[src/beat_pkg.sv]
/*
 Package for the heart-beat interval detector: register offsets, field
 positions, reset values, timing counts and shared types.
 Assumes a 10 MHz system clock and a host on a plain register port.
*/
package beat_pkg;

    // ----------------------------------------------------------------
    // Register map
    // ----------------------------------------------------------------
    localparam logic [7:0] ADDR_STATUS      = 8'h01;
    localparam logic [7:0] ADDR_MANAGE      = 8'h04;
    localparam logic [7:0] ADDR_GENERAL     = 8'h10;
    localparam logic [7:0] ADDR_CONFIG_A    = 8'h1D;
    localparam logic [7:0] ADDR_CONFIG_B    = 8'h1E;
    localparam logic [7:0] ADDR_INTERVAL    = 8'h25;
    localparam logic [7:0] ADDR_IRQ_MASK    = 8'h02;

    // ----------------------------------------------------------------
    // Field positions
    // ----------------------------------------------------------------
    localparam int WINDOW_LSB     = 20;
    localparam int GAIN_LSB       = 16;
    localparam int EN_BIT         = 15;
    localparam int PEAK_WT_LSB    = 12;
    localparam int THRESH_LSB     = 8;
    localparam int HOLD_MIN_LSB   = 16;
    localparam int IVL_WT_LSB     = 12;
    localparam int HOLD_SCALE_LSB = 8;
    localparam int CLRP_LSB   = 4;
    localparam int CHEN_BIT   = 0;
    localparam int FMS_LSB    = 20;
    localparam int IVL_LSB    = 10;
    localparam int ST_BEAT    = 0;
    localparam int ST_WRAP    = 1;

    // ----------------------------------------------------------------
    // Reset values, clear policy codes and auto gain code
    // ----------------------------------------------------------------
    localparam logic [23:0] CONFIG_A_RESET = 24'h3F_2300;
    localparam logic [23:0] CONFIG_B_RESET = 24'h20_2400;
    localparam logic [23:0] MANAGE_RESET   = 24'h00_0000;
    localparam logic [23:0] GENERAL_RESET  = 24'h00_0000;
    localparam logic [1:0]  CLR_ON_STATUS  = 2'h0;
    localparam logic [1:0]  CLR_ON_IVL     = 2'h1;
    localparam logic [1:0]  CLR_SELF       = 2'h2;
    localparam logic [3:0]  GAIN_AUTO      = 4'hF;

    // ----------------------------------------------------------------
    // Timing: interval tick from master clock selection
    // ----------------------------------------------------------------
    localparam int CLK_HZ       = 10_000_000;
    localparam int TICK_NS_00   = 7_812_500;
    localparam int TICK_NS_01   = 8_000_000;
    localparam int TICK_NS_11   = 8_008_008;
    localparam int TICK_CYC_00  = TICK_NS_00 / (1_000_000_000 / CLK_HZ);
    localparam int TICK_CYC_01  = TICK_NS_01 / (1_000_000_000 / CLK_HZ);
    localparam int TICK_CYC_11  = TICK_NS_11 / (1_000_000_000 / CLK_HZ);

    typedef struct packed {
        logic [7:0]  addr;
        logic [23:0] wdata;
        logic        wr;
        logic        rd;
    } bus_req_s;

    typedef struct packed {
        logic        valid;
        logic [15:0] level;
    } sample_s;

endpackage : beat_pkg

[src/beat_detector.sv]
/*
 Heart-beat interval detector: config registers, threshold detection,
 hold-off, interval counter, beat flag with clearing policies, interrupt.
 Assumes filtered channel samples arrive as one-cycle valid strobes on clk.
*/
`timescale 1ns/1ps
`default_nettype none
module beat_detector (
    input  wire logic              clk,
    input  wire logic              rstn,
    input  wire beat_pkg::bus_req_s req,
    output logic            [23:0] rdata,
    input  wire beat_pkg::sample_s  sample,
    output logic                   irq,
    output logic                   secondary_irq_pin
);
    import beat_pkg::*;

    // ----------------------------------------------------------------
    // Reset release
    // ----------------------------------------------------------------
    logic rst_meta;
    logic rst_n;
    always_ff @(posedge clk or negedge rstn) begin
        if (!rstn) begin
            rst_meta <= 1'b0;
            rst_n    <= 1'b0;
        end else begin
            rst_meta <= 1'b1;
            rst_n    <= rst_meta;
        end
    end

    // ----------------------------------------------------------------
    // Registers
    // ----------------------------------------------------------------
    logic [23:0] beat_detect_config_a;
    logic [23:0] beat_detect_config_b;
    logic [23:0] interrupt_manage_word;
    logic [23:0] general_config_word;
    logic [1:0]  irq_mask;
    logic [13:0] beat_interval;
    logic        beat_event_flag;
    logic        wrap_flag;

    logic wr_a, wr_b, wr_m, wr_g, wr_k;
    logic rd_status, rd_interval;
    assign wr_a        = req.wr && req.addr == ADDR_CONFIG_A;
    assign wr_b        = req.wr && req.addr == ADDR_CONFIG_B;
    assign wr_m        = req.wr && req.addr == ADDR_MANAGE;
    assign wr_g        = req.wr && req.addr == ADDR_GENERAL;
    assign wr_k        = req.wr && req.addr == ADDR_IRQ_MASK;
    assign rd_status   = req.rd && req.addr == ADDR_STATUS;
    assign rd_interval = req.rd && req.addr == ADDR_INTERVAL;

    always_ff @(posedge clk or negedge rst_n) begin
        if (!rst_n) begin
            beat_detect_config_a  <= CONFIG_A_RESET;
            beat_detect_config_b  <= CONFIG_B_RESET;
            interrupt_manage_word <= MANAGE_RESET;
            general_config_word   <= GENERAL_RESET;
            irq_mask              <= 2'h0;
        end else begin
            // Unused bits are not stored so they read as zero
            if (wr_a) begin
                beat_detect_config_a <= req.wdata & 24'hFFBF00;
            end
            if (wr_b) begin
                beat_detect_config_b <= req.wdata & 24'h3F3700;
            end
            if (wr_m) begin
                interrupt_manage_word <= req.wdata & 24'h000031;
            end
            if (wr_g) begin
                general_config_word <= req.wdata & 24'h300000;
            end
            if (wr_k) begin
                irq_mask <= req.wdata[1:0];
            end
        end
    end

    // Config fields
    logic [3:0] qrs_window_width;
    logic [3:0] gain_sel;
    logic       beat_detect_enable;
    logic       channel_enable;
    logic [1:0] peak_avg_weight;
    logic [3:0] peak_threshold_scale;
    logic [5:0] min_holdoff;
    logic [1:0] interval_avg_weight;
    logic [2:0] holdoff_scale;
    logic [1:0] beat_flag_clear_policy;
    logic [1:0] master_clock_select;
    assign qrs_window_width       = beat_detect_config_a[WINDOW_LSB +: 4];
    assign gain_sel               = beat_detect_config_a[GAIN_LSB +: 4];
    assign beat_detect_enable     = beat_detect_config_a[EN_BIT];
    assign peak_avg_weight        = beat_detect_config_a[PEAK_WT_LSB +: 2];
    assign peak_threshold_scale   = beat_detect_config_a[THRESH_LSB +: 4];
    assign min_holdoff            = beat_detect_config_b[HOLD_MIN_LSB +: 6];
    assign interval_avg_weight    = beat_detect_config_b[IVL_WT_LSB +: 2];
    assign holdoff_scale          = beat_detect_config_b[HOLD_SCALE_LSB +: 3];
    assign beat_flag_clear_policy = interrupt_manage_word[CLRP_LSB +: 2];
    assign channel_enable         = interrupt_manage_word[CHEN_BIT];
    assign master_clock_select    = general_config_word[FMS_LSB +: 2];

    logic active;
    assign active = beat_detect_enable && channel_enable;

    // ----------------------------------------------------------------
    // Interval tick
    // ----------------------------------------------------------------
    logic [19:0] tick_cnt;
    logic [19:0] tick_len;
    logic        tick;
    // tick length from master clock select
    always_comb begin
        if (master_clock_select == 2'h0) begin
            tick_len = 20'(TICK_CYC_00);
        end else if (master_clock_select == 2'h3) begin
            tick_len = 20'(TICK_CYC_11);
        end else begin
            tick_len = 20'(TICK_CYC_01);
        end
    end
    assign tick = active && tick_cnt >= tick_len - 20'h1;

    always_ff @(posedge clk or negedge rst_n) begin
        if (!rst_n) begin
            tick_cnt <= 20'h0;
        end else if (!active || tick) begin
            tick_cnt <= 20'h0;
        end else begin
            tick_cnt <= tick_cnt + 20'h1;
        end
    end

    // ----------------------------------------------------------------
    // Signal path: gain and window average
    // ----------------------------------------------------------------
    logic [15:0] window [0:11];
    logic [19:0] win_sum;
    logic [3:0]  win_len;
    logic [15:0] win_avg;
    logic [31:0] scaled;
    logic [15:0] level;

    assign win_len = (qrs_window_width > 4'h3) ? 4'hC : 4'(4'h6 + {qrs_window_width[1:0], 1'b0});

    genvar gi;
    generate
        for (gi = 0; gi < 12; gi++) begin : g_win
            always_ff @(posedge clk or negedge rst_n) begin
                if (!rst_n) begin
                    window[gi] <= 16'h0000;
                end else if (sample.valid) begin
                    window[gi] <= (gi == 0) ? sample.level : window[(gi == 0) ? 0 : gi - 1];
                end
            end
        end
    endgenerate

    always_comb begin
        win_sum = 20'h0;
        for (int i = 0; i < 12; i++) begin
            if (4'(i) < win_len) begin
                win_sum = win_sum + {4'h0, window[i]};
            end
        end
    end
    assign win_avg = 16'(win_sum / {16'h0, win_len});

    // gain 2^field; auto-scale uses unity gain and relies on the threshold
    assign scaled = (gain_sel == GAIN_AUTO) ? {16'h0, win_avg} : ({16'h0, win_avg} << gain_sel);
    assign level  = (scaled[31:16] != 16'h0) ? 16'hFFFF : scaled[15:0];

    // ----------------------------------------------------------------
    // Threshold, hold-off, beat decision
    // ----------------------------------------------------------------
    logic [15:0] peak_avg;
    logic [15:0] interval_avg;
    logic [19:0] thresh_prod;
    logic [15:0] threshold;
    logic [18:0] dyn_prod;
    logic [15:0] holdoff_dyn;
    logic [15:0] holdoff;
    logic [13:0] ivl_cnt;
    logic        beat;

    // threshold = avg * (scale+1) / 16
    assign thresh_prod = {4'h0, peak_avg} * {15'h0, 5'({1'b0, peak_threshold_scale} + 5'h1)};
    assign threshold   = thresh_prod[19:4];
    // dynamic hold-off = avg * scale / 8
    assign dyn_prod    = {3'h0, interval_avg} * {16'h0, holdoff_scale};
    assign holdoff_dyn = dyn_prod[18:3];
    assign holdoff = ({10'h0, min_holdoff} > holdoff_dyn) ? {10'h0, min_holdoff} : holdoff_dyn;
    assign beat = active && sample.valid && level > threshold && {2'h0, ivl_cnt} >= holdoff;

    always_ff @(posedge clk or negedge rst_n) begin
        if (!rst_n) begin
            ivl_cnt <= 14'h0;
        end else if (beat) begin
            ivl_cnt <= 14'h0;
        end else if (tick) begin
            ivl_cnt <= ivl_cnt + 14'h1;
        end
    end

    always_ff @(posedge clk or negedge rst_n) begin
        if (!rst_n) begin
            beat_interval <= 14'h0;
        end else if (beat) begin
            beat_interval <= ivl_cnt;
        end
    end

    beat_average u_peak (
        .clk     (clk),
        .rst_n   (rst_n),
        .update  (beat),
        .shift   ({1'b0, peak_avg_weight} + 3'h1),
        .sample  (level),
        .average (peak_avg)
    );

    // interval average, 11 treated as 8
    beat_average u_ivl (
        .clk     (clk),
        .rst_n   (rst_n),
        .update  (beat),
        .shift   ((interval_avg_weight == 2'h3) ? 3'h3 : {1'b0, interval_avg_weight} + 3'h1),
        .sample  ({2'h0, ivl_cnt}),
        .average (interval_avg)
    );

    // ----------------------------------------------------------------
    // Beat flag and interrupt
    // ----------------------------------------------------------------
    logic self_arm;
    logic clear_flag;
    // next sample strobe after setting ends one full data cycle
    assign clear_flag = (beat_flag_clear_policy == CLR_ON_STATUS && rd_status)      // status read
                     || (beat_flag_clear_policy == CLR_ON_IVL && rd_interval)        // interval read
                     || (beat_flag_clear_policy == CLR_SELF && self_arm && sample.valid);

    // Set wins over a clear in the same cycle
    always_ff @(posedge clk or negedge rst_n) begin
        if (!rst_n) begin
            beat_event_flag <= 1'b0;
            self_arm        <= 1'b0;
        end else if (beat) begin
            beat_event_flag <= 1'b1;
            self_arm        <= 1'b1;
        end else if (clear_flag) begin
            beat_event_flag <= 1'b0;
            self_arm        <= 1'b0;
        end
    end

    // Wrap indicator is a status bit that also drives irq when its mask bit is set; it never raises a beat
    always_ff @(posedge clk or negedge rst_n) begin
        if (!rst_n) begin
            wrap_flag <= 1'b0;
        end else if (tick && ivl_cnt == 14'h3FFF && !beat) begin
            wrap_flag <= 1'b1;
        end else if (wr_k == 1'b0 && req.wr && req.addr == ADDR_STATUS && req.wdata[ST_WRAP]) begin
            wrap_flag <= 1'b0;
        end
    end

    assign irq               = (beat_event_flag && irq_mask[ST_BEAT]) || (wrap_flag && irq_mask[ST_WRAP]);
    assign secondary_irq_pin = beat_event_flag;

    // ----------------------------------------------------------------
    // Read data, one cycle after the strobe
    // ----------------------------------------------------------------
    always_ff @(posedge clk or negedge rst_n) begin
        if (!rst_n) begin
            rdata <= 24'h0;
        end else if (!req.rd) begin
            rdata <= 24'h0;
        end else if (req.addr == ADDR_STATUS) begin
            rdata <= {22'h0, wrap_flag, beat_event_flag};
        end else if (req.addr == ADDR_IRQ_MASK) begin
            rdata <= {22'h0, irq_mask};
        end else if (req.addr == ADDR_MANAGE) begin
            rdata <= interrupt_manage_word;
        end else if (req.addr == ADDR_GENERAL) begin
            rdata <= general_config_word;
        end else if (req.addr == ADDR_CONFIG_A) begin
            rdata <= beat_detect_config_a;
        end else if (req.addr == ADDR_CONFIG_B) begin
            rdata <= beat_detect_config_b;
        end else if (req.addr == ADDR_INTERVAL) begin
            rdata <= {beat_interval, 10'h0} & 24'hFFFF00;
        end else begin
            rdata <= 24'h0;
        end
    end
endmodule : beat_detector
`default_nettype wire

[src/beat_average.sv]
/*
 Weighted running average: avg = (new + (w-1)*avg) / w, w = 2^shift.
 Assumes a same-clock update strobe.
*/
`timescale 1ns/1ps
`default_nettype none
module beat_average (
    input  wire logic        clk,
    input  wire logic        rst_n,
    input  wire logic        update,
    input  wire logic [2:0]  shift,
    input  wire logic [15:0] sample,
    output logic      [15:0] average
);
    logic [20:0] next_sum;

    always_comb begin
        next_sum = {5'h00, average} * 21'((21'h1 << shift) - 21'h1) + {5'h00, sample};
    end

    always_ff @(posedge clk or negedge rst_n) begin
        if (!rst_n) begin
            average <= 16'h0000;
        end else if (update) begin
            average <= 16'(next_sum >> shift);
        end
    end
endmodule : beat_average
`default_nettype wire

[config.mk]
export PLATFORM = sky130hd
export DESIGN_NAME = beat_detector
export DESIGN_NICKNAME = d
export VERILOG_FILES = /design/src/beat_pkg.sv /design/src/beat_detector.sv /design/src/beat_average.sv
export SDC_FILE = /design/constraint.sdc
export NUM_CORES = 2
export LEC_CHECK = 0
export BUFFER_PORTS_ARGS = -buffer_cell sky130_fd_sc_hd__buf_2
export CORE_MARGIN = 2
export CORE_UTILIZATION = 38
export CTS_CLUSTER_SIZE = 8
export DETAILED_ROUTE_END_ITERATION = 8
export GPL_TIMING_DRIVEN = 0
export PLACE_DENSITY_LB_ADDON = 0.2
export SLEW_MARGIN = 5
export SYNTH_ARGS = -nofsm -noshare
export SYNTH_HDL_FRONTEND = slang
export SYNTH_SLANG_ARGS = --single-unit
[constraint.sdc]
create_clock -name clk -period 11.15 [get_ports clk]
set_input_delay 1.115 -clock clk [delete_from_list [all_inputs] [get_ports clk]]
set_output_delay 1.115 -clock clk [all_outputs]
set_load 0.05 [all_outputs]
## Yosys cells after proc, flatten, opt, wreduce, memory -nomap -nowiden

Cells that the tools add are included.

| word-level totals | value |
|---|---|
| input bits | 53 |
| logic and storage cells | 159 |
| bits in registers | 333 |
| output and inout port bits | 26 |

| operators by class | value |
|---|---|
| divide/modulo/power cells | 1 |
| bitwise gates (word level) | 1 |
| reductions and logical operators | 35 |
| muxes and demuxes | 34 |
| $add $sub $neg | 22 |
| $lt $le $gt $ge | 17 |
| equal/unequal tests | 13 |
| multipliers | 4 |
| shift-type cells | 5 |

Operator list:

| operator | number |
|---|---|
| $mux W20 | 12 |
| $add A20 B16 Y20 | 11 |
| $mux W24 | 8 |
| $mux W16 | 3 |
| $mul A16 B21 Y21 | 2 |
| $shl A1 B3 Y21 const A | 2 |
| $shr A21 B3 Y16 | 2 |
| $sub A21 B1 Y21 const B | 2 |
| $mux W32 | 1 |
| $shl A16 B4 Y32 | 1 |
| $mux W14 | 2 |
| $eq A8 B5 Y1 const B | 3 |
| $logic_and A1 B1 Y1 | 23 |
| $add A21 B14 Y21 | 1 |
| $add A21 B16 Y21 | 1 |
| $add A20 B1 Y20 const B | 1 |
| $div A20 B4 Y20 | 1 |
| $ge A20 B20 Y1 | 1 |
| $mul A16 B5 Y20 | 1 |
| $sub A20 B1 Y20 const B | 1 |
| $mul A16 B3 Y19 | 1 |
| $ge A14 B16 Y1 | 1 |
| $gt A16 B16 Y1 | 1 |
| $gt A6 B16 Y1 | 1 |
| 28 further kinds | 49 |

## Longest topological paths before layout

| logic depth | value |
|---|---|
| depth in word-level cells | 37 |
| gate-level depth with buffers | 290 |
| depth with buffers taken out | 272 |

## Cells and area by module

From an unflattened synthesis, not the netlist that was laid out.

| second synthesis, totals | value |
|---|---|
| cell total of the unflattened synthesis | 5,789 |
| area total of the unflattened synthesis | 49,648.9 µm² |

Modules (own cells, without submodules):

| module | instances | area an instance (µm²) | seq. area each (µm²) | cells an instance |
|---|---|---|---|---|
| beat_detector | 1 | 33,510.9 | 7,447.1 | 3,950 |
| beat_average at u_ivl | 1 | 8,094.0 | 400.4 | 922 |
| beat_average at u_peak | 1 | 8,044.0 | 400.4 | 917 |

## Worst setup path after synthesis

No wires, ideal clock.

| timing path | value |
|---|---|
| path type | flip-flop to flip-flop |
| from | reg beat_detect_config_a[20] |
| to | reg u_peak.average[15] |
| required time | 11.013 ns |
| period minus slack after synthesis | 51.628 ns |
| library setup time | 0.137 ns |
| cell stages (with the launch flop) | 272 |
| data arrival time | 51.491 ns |
| path slack | -40.478 ns |
| path buffers | 17 |
| cells stage by stage | dfstp_2 -> buf_4 -> inv_1 -> ha_1 -> and4bb_4 -> buf_4 -> nand2_1 -> clkbuf_1 -> clkbuf_1 -> and2_1 -> ha_1 -> fa_1 -> xor2_1 -> and2_1 -> nor3_1 -> ha_1 -> nor2b_1 -> or3_1 -> [... 236 more ...] -> a21o_1 -> a21oi_1 -> o21bai_1 -> a21oi_1 -> o21bai_1 -> a21oi_1 -> o21bai_1 -> a21oi_1 -> o21bai_1 -> a21oi_1 -> o21bai_1 -> a21oi_1 -> o21bai_1 -> a21oi_1 -> xnor2_1 -> a21oi_1 -> a21oi_1 -> o21ai_0 |

| between the ends | value |
|---|---|
| cells in the longest elaborated chain, start to end | 34 |
| elaborated cells on any way between the ends | 48 |
| classes of those cells | add/sub (13); div (1); order compare (14); shift (2); mux (15); reduce/logical (3) |

RTL lines:

| element | line | text |
|---|---|---|
| start, declared | beat_detector.sv:37 | `logic [23:0] beat_detect_config_a;` |
| start signal, assigned | beat_detector.sv:66 | `beat_detect_config_a <= req.wdata & 24'hFFBF00;` |
| $gt A4 B2 Y1 / $add A3 B3 Y4 (equally long branches) | beat_detector.sv:148 | `assign win_len = (qrs_window_width > 4'h3) ? 4'hC : 4'(4'h6 + {qrs_window_width[1:0], 1'b0});` |
| $mux W4 (*) | beat_detector.sv:148 |  |
| $lt A1 B4 Y1 | beat_detector.sv:166 | `if (4'(i) < win_len) begin` |
| $mux W16 | beat_detector.sv:166 |  |
| $add A20 B16 Y20 | beat_detector.sv:167 | `win_sum = win_sum + {4'h0, window[i]};` |
| $mux W20 | beat_detector.sv:166 |  |
| $add A20 B16 Y20 | beat_detector.sv:167 |  |
| $mux W20 | beat_detector.sv:166 |  |
| [... 16 more ...] | -- |  |
| $add A20 B16 Y20 | beat_detector.sv:167 |  |
| $mux W20 | beat_detector.sv:166 |  |
| $div A20 B4 Y20 (*) | beat_detector.sv:171 | `assign win_avg = 16'(win_sum / {16'h0, win_len});` |
| $shl A16 B4 Y32 | beat_detector.sv:174 | `assign scaled = (gain_sel == GAIN_AUTO) ? {16'h0, win_avg} : ({16'h0, win_avg} << gain_sel);` |
| $mux W32 (*) | beat_detector.sv:174 |  |
| $reduce_bool A16 Y1 | beat_detector.sv:175 | `assign level = (scaled[31:16] != 16'h0) ? 16'hFFFF : scaled[15:0];` |
| $mux W16 (*) | beat_detector.sv:175 |  |
| branches (longest 3 deep; another with $add A21 B16 Y21) | -- |  |
| end signal, assigned | beat_average.sv:25 | `average <= 16'(next_sum >> shift);` |
| end, declared | beat_average.sv:13 | `output logic [15:0] average` |

Mark *: on every way between the ends.
A chain may end at the register's enable or synchronous reset.

## Worst setup path after layout

| timing path | value |
|---|---|
| from | reg beat_detect_config_a[20] |
| to | reg u_peak.average[14] |

The elaborated chain is that of the path after synthesis.

==> results by group <==
Floorplan
  – Die W: 353 um
  – Core area: 121000 um^2
  – Initial Utilization: 0.382
  – I/O pin total: 79
  – Die area: 125000 um^2
  – FP Rows: 128
  – Die height: 353 um

Outcome
  – Status: finished with violations
  – Failing checks: setup timing

Setup path
  – Worst Setup EP: u_peak.average[14]
  – FF-to-FF path depth: 290
  – Worst r2r src: beat_detect_config_a[20]
  – Worst EP arrival: 50000 ps
  – Crit-path max cell delay: 540 ps
  – Worst reg2reg path endpoint: u_peak.average[14]
  – CP dominant cell by count: buf_4
  – Setup Crit Path Kind: reg2reg
  – Worst Setup SP: beat_detect_config_a[20]
  – Worst-path maximum fanout: 6
  – Critical Path End Type: flop
  – Reg2reg setup slack: -38370 ps
  – CP max-delay cell: dfstp_2
  – Crit start category: flop
  – Required @ worst endpoint: 11630 ps

Clock tree
  – TritonCTS Sinks: 329
  – Root Driver: clkbuf_16
  – Clk_lat worst skew: 610 ps
  – Clock-pin slew on the worst setup and hold paths: 60 ps
  – Post-CTS Hold Buffers: 0
  – Inserted Clock Buffers: 47
  – Longest Clk Path Bufs: 3
  – Max H-tree Level: 2
  – CTS tree: done

Synth
  – Synth Register Bits: 329
  – Number of synthesized flops with an enable pin: 0
  – Mean Syn Cell Area: 8.61 um^2
  – Cell Area, Synth: 46300 um^2
  – Ys Warns: 0
  – Main synth FF type: dfrtp_1
  – Yosys cell types: 129
  – Post-synth ARST share: 1.00
  – Seq/Total Area, Yosys: 0.178
  – Cells after synthesis: 5374

Drt
  – Via/cell ratio: 5.34
  – 1st-iter DRT viols: 2384
  – DRC Markers: 0
  – Wire per inst: 18.2 um
  – Post-DRT Antenna Nets: 0
  – Vias after detailed routing: 41346
  – Initial DRT Pass Iterations: 6
  – DRT Wirelength: 141000 um

Global routing
  – Vias in the first global route: 41535
  – Overflow after GRT: 0
  – Maximum number of pins on one net before global-route repair: 65
  – Total track usage: 0.222
  – First-pass GRT wire length: 225000 um
  – Initial antenna violation count: 4

Placement
  – PortBufs: 68
  – Gpl congestion: 0.899
  – DP Area: 50500 um^2
  – Dpl hpwl: 108000 um
  – Post-Place Worst Slack: -44660 ps

Cells and area
  – Most common cell after layout, fill and taps aside: inv_1
  – Fill count: 11629
  – Design area: 57800 um^2
  – Layout cells sized above 1: 0.240
  – Most frequent cells in the layout: inv_1 (576), buf_4 (488), nand2_1 (435)
  – Multi-input logic area: 38700 um^2
  – Area growth, synth to finish: 25.0%
  – Register area: 8250 um^2
  – Final nets: 6932
  – N_diodes: 0

Worst hold path
  – Worst min path class: in2async

STA
  – Worst slew margin: 0.141
  – Worst slew pin tran: 1280 ps
  – Final Skew: 40.8 ps
  – Fmax: 20.2 MHz
  – Hold Slack: 314 ps
  – Tmin final: 49520 ps
  – Final hold violations: 0
  – Period utilisation layout: 4.44
  – Worst setup margin: -38370 ps
  – Setup Viol. Count Final: 62
  – RSZ-0062 raised after global routing: yes
  – Max-slew violation count: 0

Job
  – # Max-Cap Violations: 0
[worst min-delay path by stage]
stage	slack, ps	end	startpoint
2_1_floorplan	330	rst_n	rst_meta
3_3_place_gp	340	rst_n	rst_meta
3_5_place_dp	340	rst_n	rst_meta
4_1_cts	280	rst_n	rstn
5_1_grt	290	rst_n	rstn
6_report	310	rst_n	rstn
[state kept, by name, indices dropped and copies added, names as in the netlist, 2 cells and up]
signal and flops:
ivl_cnt 14, window 192, beat_detect_config_b 11, beat_detect_config_a 15, interrupt_manage_word 3, tick_cnt 20, rdata 20, u_ivl.average 16
u_peak.average 16, general_config_word 2, beat_interval 14, irq_mask 2
[stage by stage]
stage / setup TNS (ps) / std cells / util
floorplan: -2102670 / 5494 / -
global placement: -3680500 / 7187 / 0.415
detailed placement: -2635790 / 7194 / 0.416
CTS: -2237740 / 7650 / 0.464
global route: -2396900 / 7746 / 0.477
finish: -2271470 / 7746 / 0.477
[logic make-up (layout without fill, tap and decap cells)]
kind of cell | count (synthesis) | count (layout) | synth area share
compound gates | 1300 | 1300 | 0.189
simple gates | 1559 | 1559 | 0.169
buf+inv | 798 | 1425 | 0.0671
xor+xnor | 305 | 305 | 0.0588
flops | 329 | 329 | 0.178
mux | 301 | 301 | 0.0727
other cells | 2 | 122 | 0.000162
fa+ha+maj | 780 | 780 | 0.266
[worst max-delay path: cells and delay by family, from the launching register on]
family                     cells  cell delay, ps
and+or+nand+nor               72           11200
adders and majority gates     34           10140
xor gates and xnor gates      11            1480
buffers and inverters         67            7990
AOI/OAI and AO/OA             92           14360
DFF                            1             540
muxes                         14            3610
[area by class of cell]
type,instances,share of cell area
plain buffers,198,0.0185
clock buffers,67,0.0222
clock inverters,3,0.000519
inverters,592,0.0389
multi-input cells,4367,0.669
flip-flops and latches,329,0.143
well taps,1625,0.0352
repair buffers,565,0.0735
[synth_stat cells, types with 29 or more instances]
| library cell | number | area (um^2) |
|---|---|---|
| o21a_1 | 85 | 638 |
| o211ai_1 | 31 | 233 |
| inv_1 | 588 | 2210 |
| mux2_2 | 241 | 2710 |
| nor2_1 | 344 | 1290 |
| nor2b_1 | 100 | 626 |
| a21o_1 | 152 | 1140 |
| dfrtp_1 | 317 | 7930 |
| mux2i_1 | 51 | 510 |
| nand2_1 | 459 | 1720 |
| nor3_1 | 95 | 475 |
| or2_2 | 33 | 206 |
| o21ai_0 | 275 | 1380 |
| and2_1 | 151 | 945 |
| xnor2_1 | 203 | 1780 |
| o21bai_1 | 60 | 450 |
| and3_1 | 59 | 369 |
| o31ai_1 | 29 | 218 |
| nand3_1 | 81 | 405 |
| a211oi_1 | 53 | 398 |
| clkbuf_1 | 162 | 608 |
| fa_1 | 337 | 6750 |
| a31oi_1 | 29 | 181 |
| nand2b_1 | 74 | 463 |
| xor2_1 | 97 | 850 |
| a21oi_1 | 315 | 1580 |
| ha_1 | 442 | 5530 |
[what timing repair did]
| item | 4_1_cts | 5_1_grt |
|---|---|---|
| buffers inserted | 390 | 102 |
| setup endpoints to repair | 62 | 62 |
| gates resized for setup | 288 | 176 |
| pin swaps | 259 | 222 |
[layer usage]
metal	share of wire	track usage	vias to the layer above
met4	0.030	0.0633	4
met3	0.039	0.0199	215
li1	-	-	19964
met1	0.46	0.304	20243
met2	0.47	0.372	920
met5	0.00017	0	-
Power is left out: the tool's default activity adds up to more than one toggle a clock period on the data nets, which glitch-free logic cannot reach.
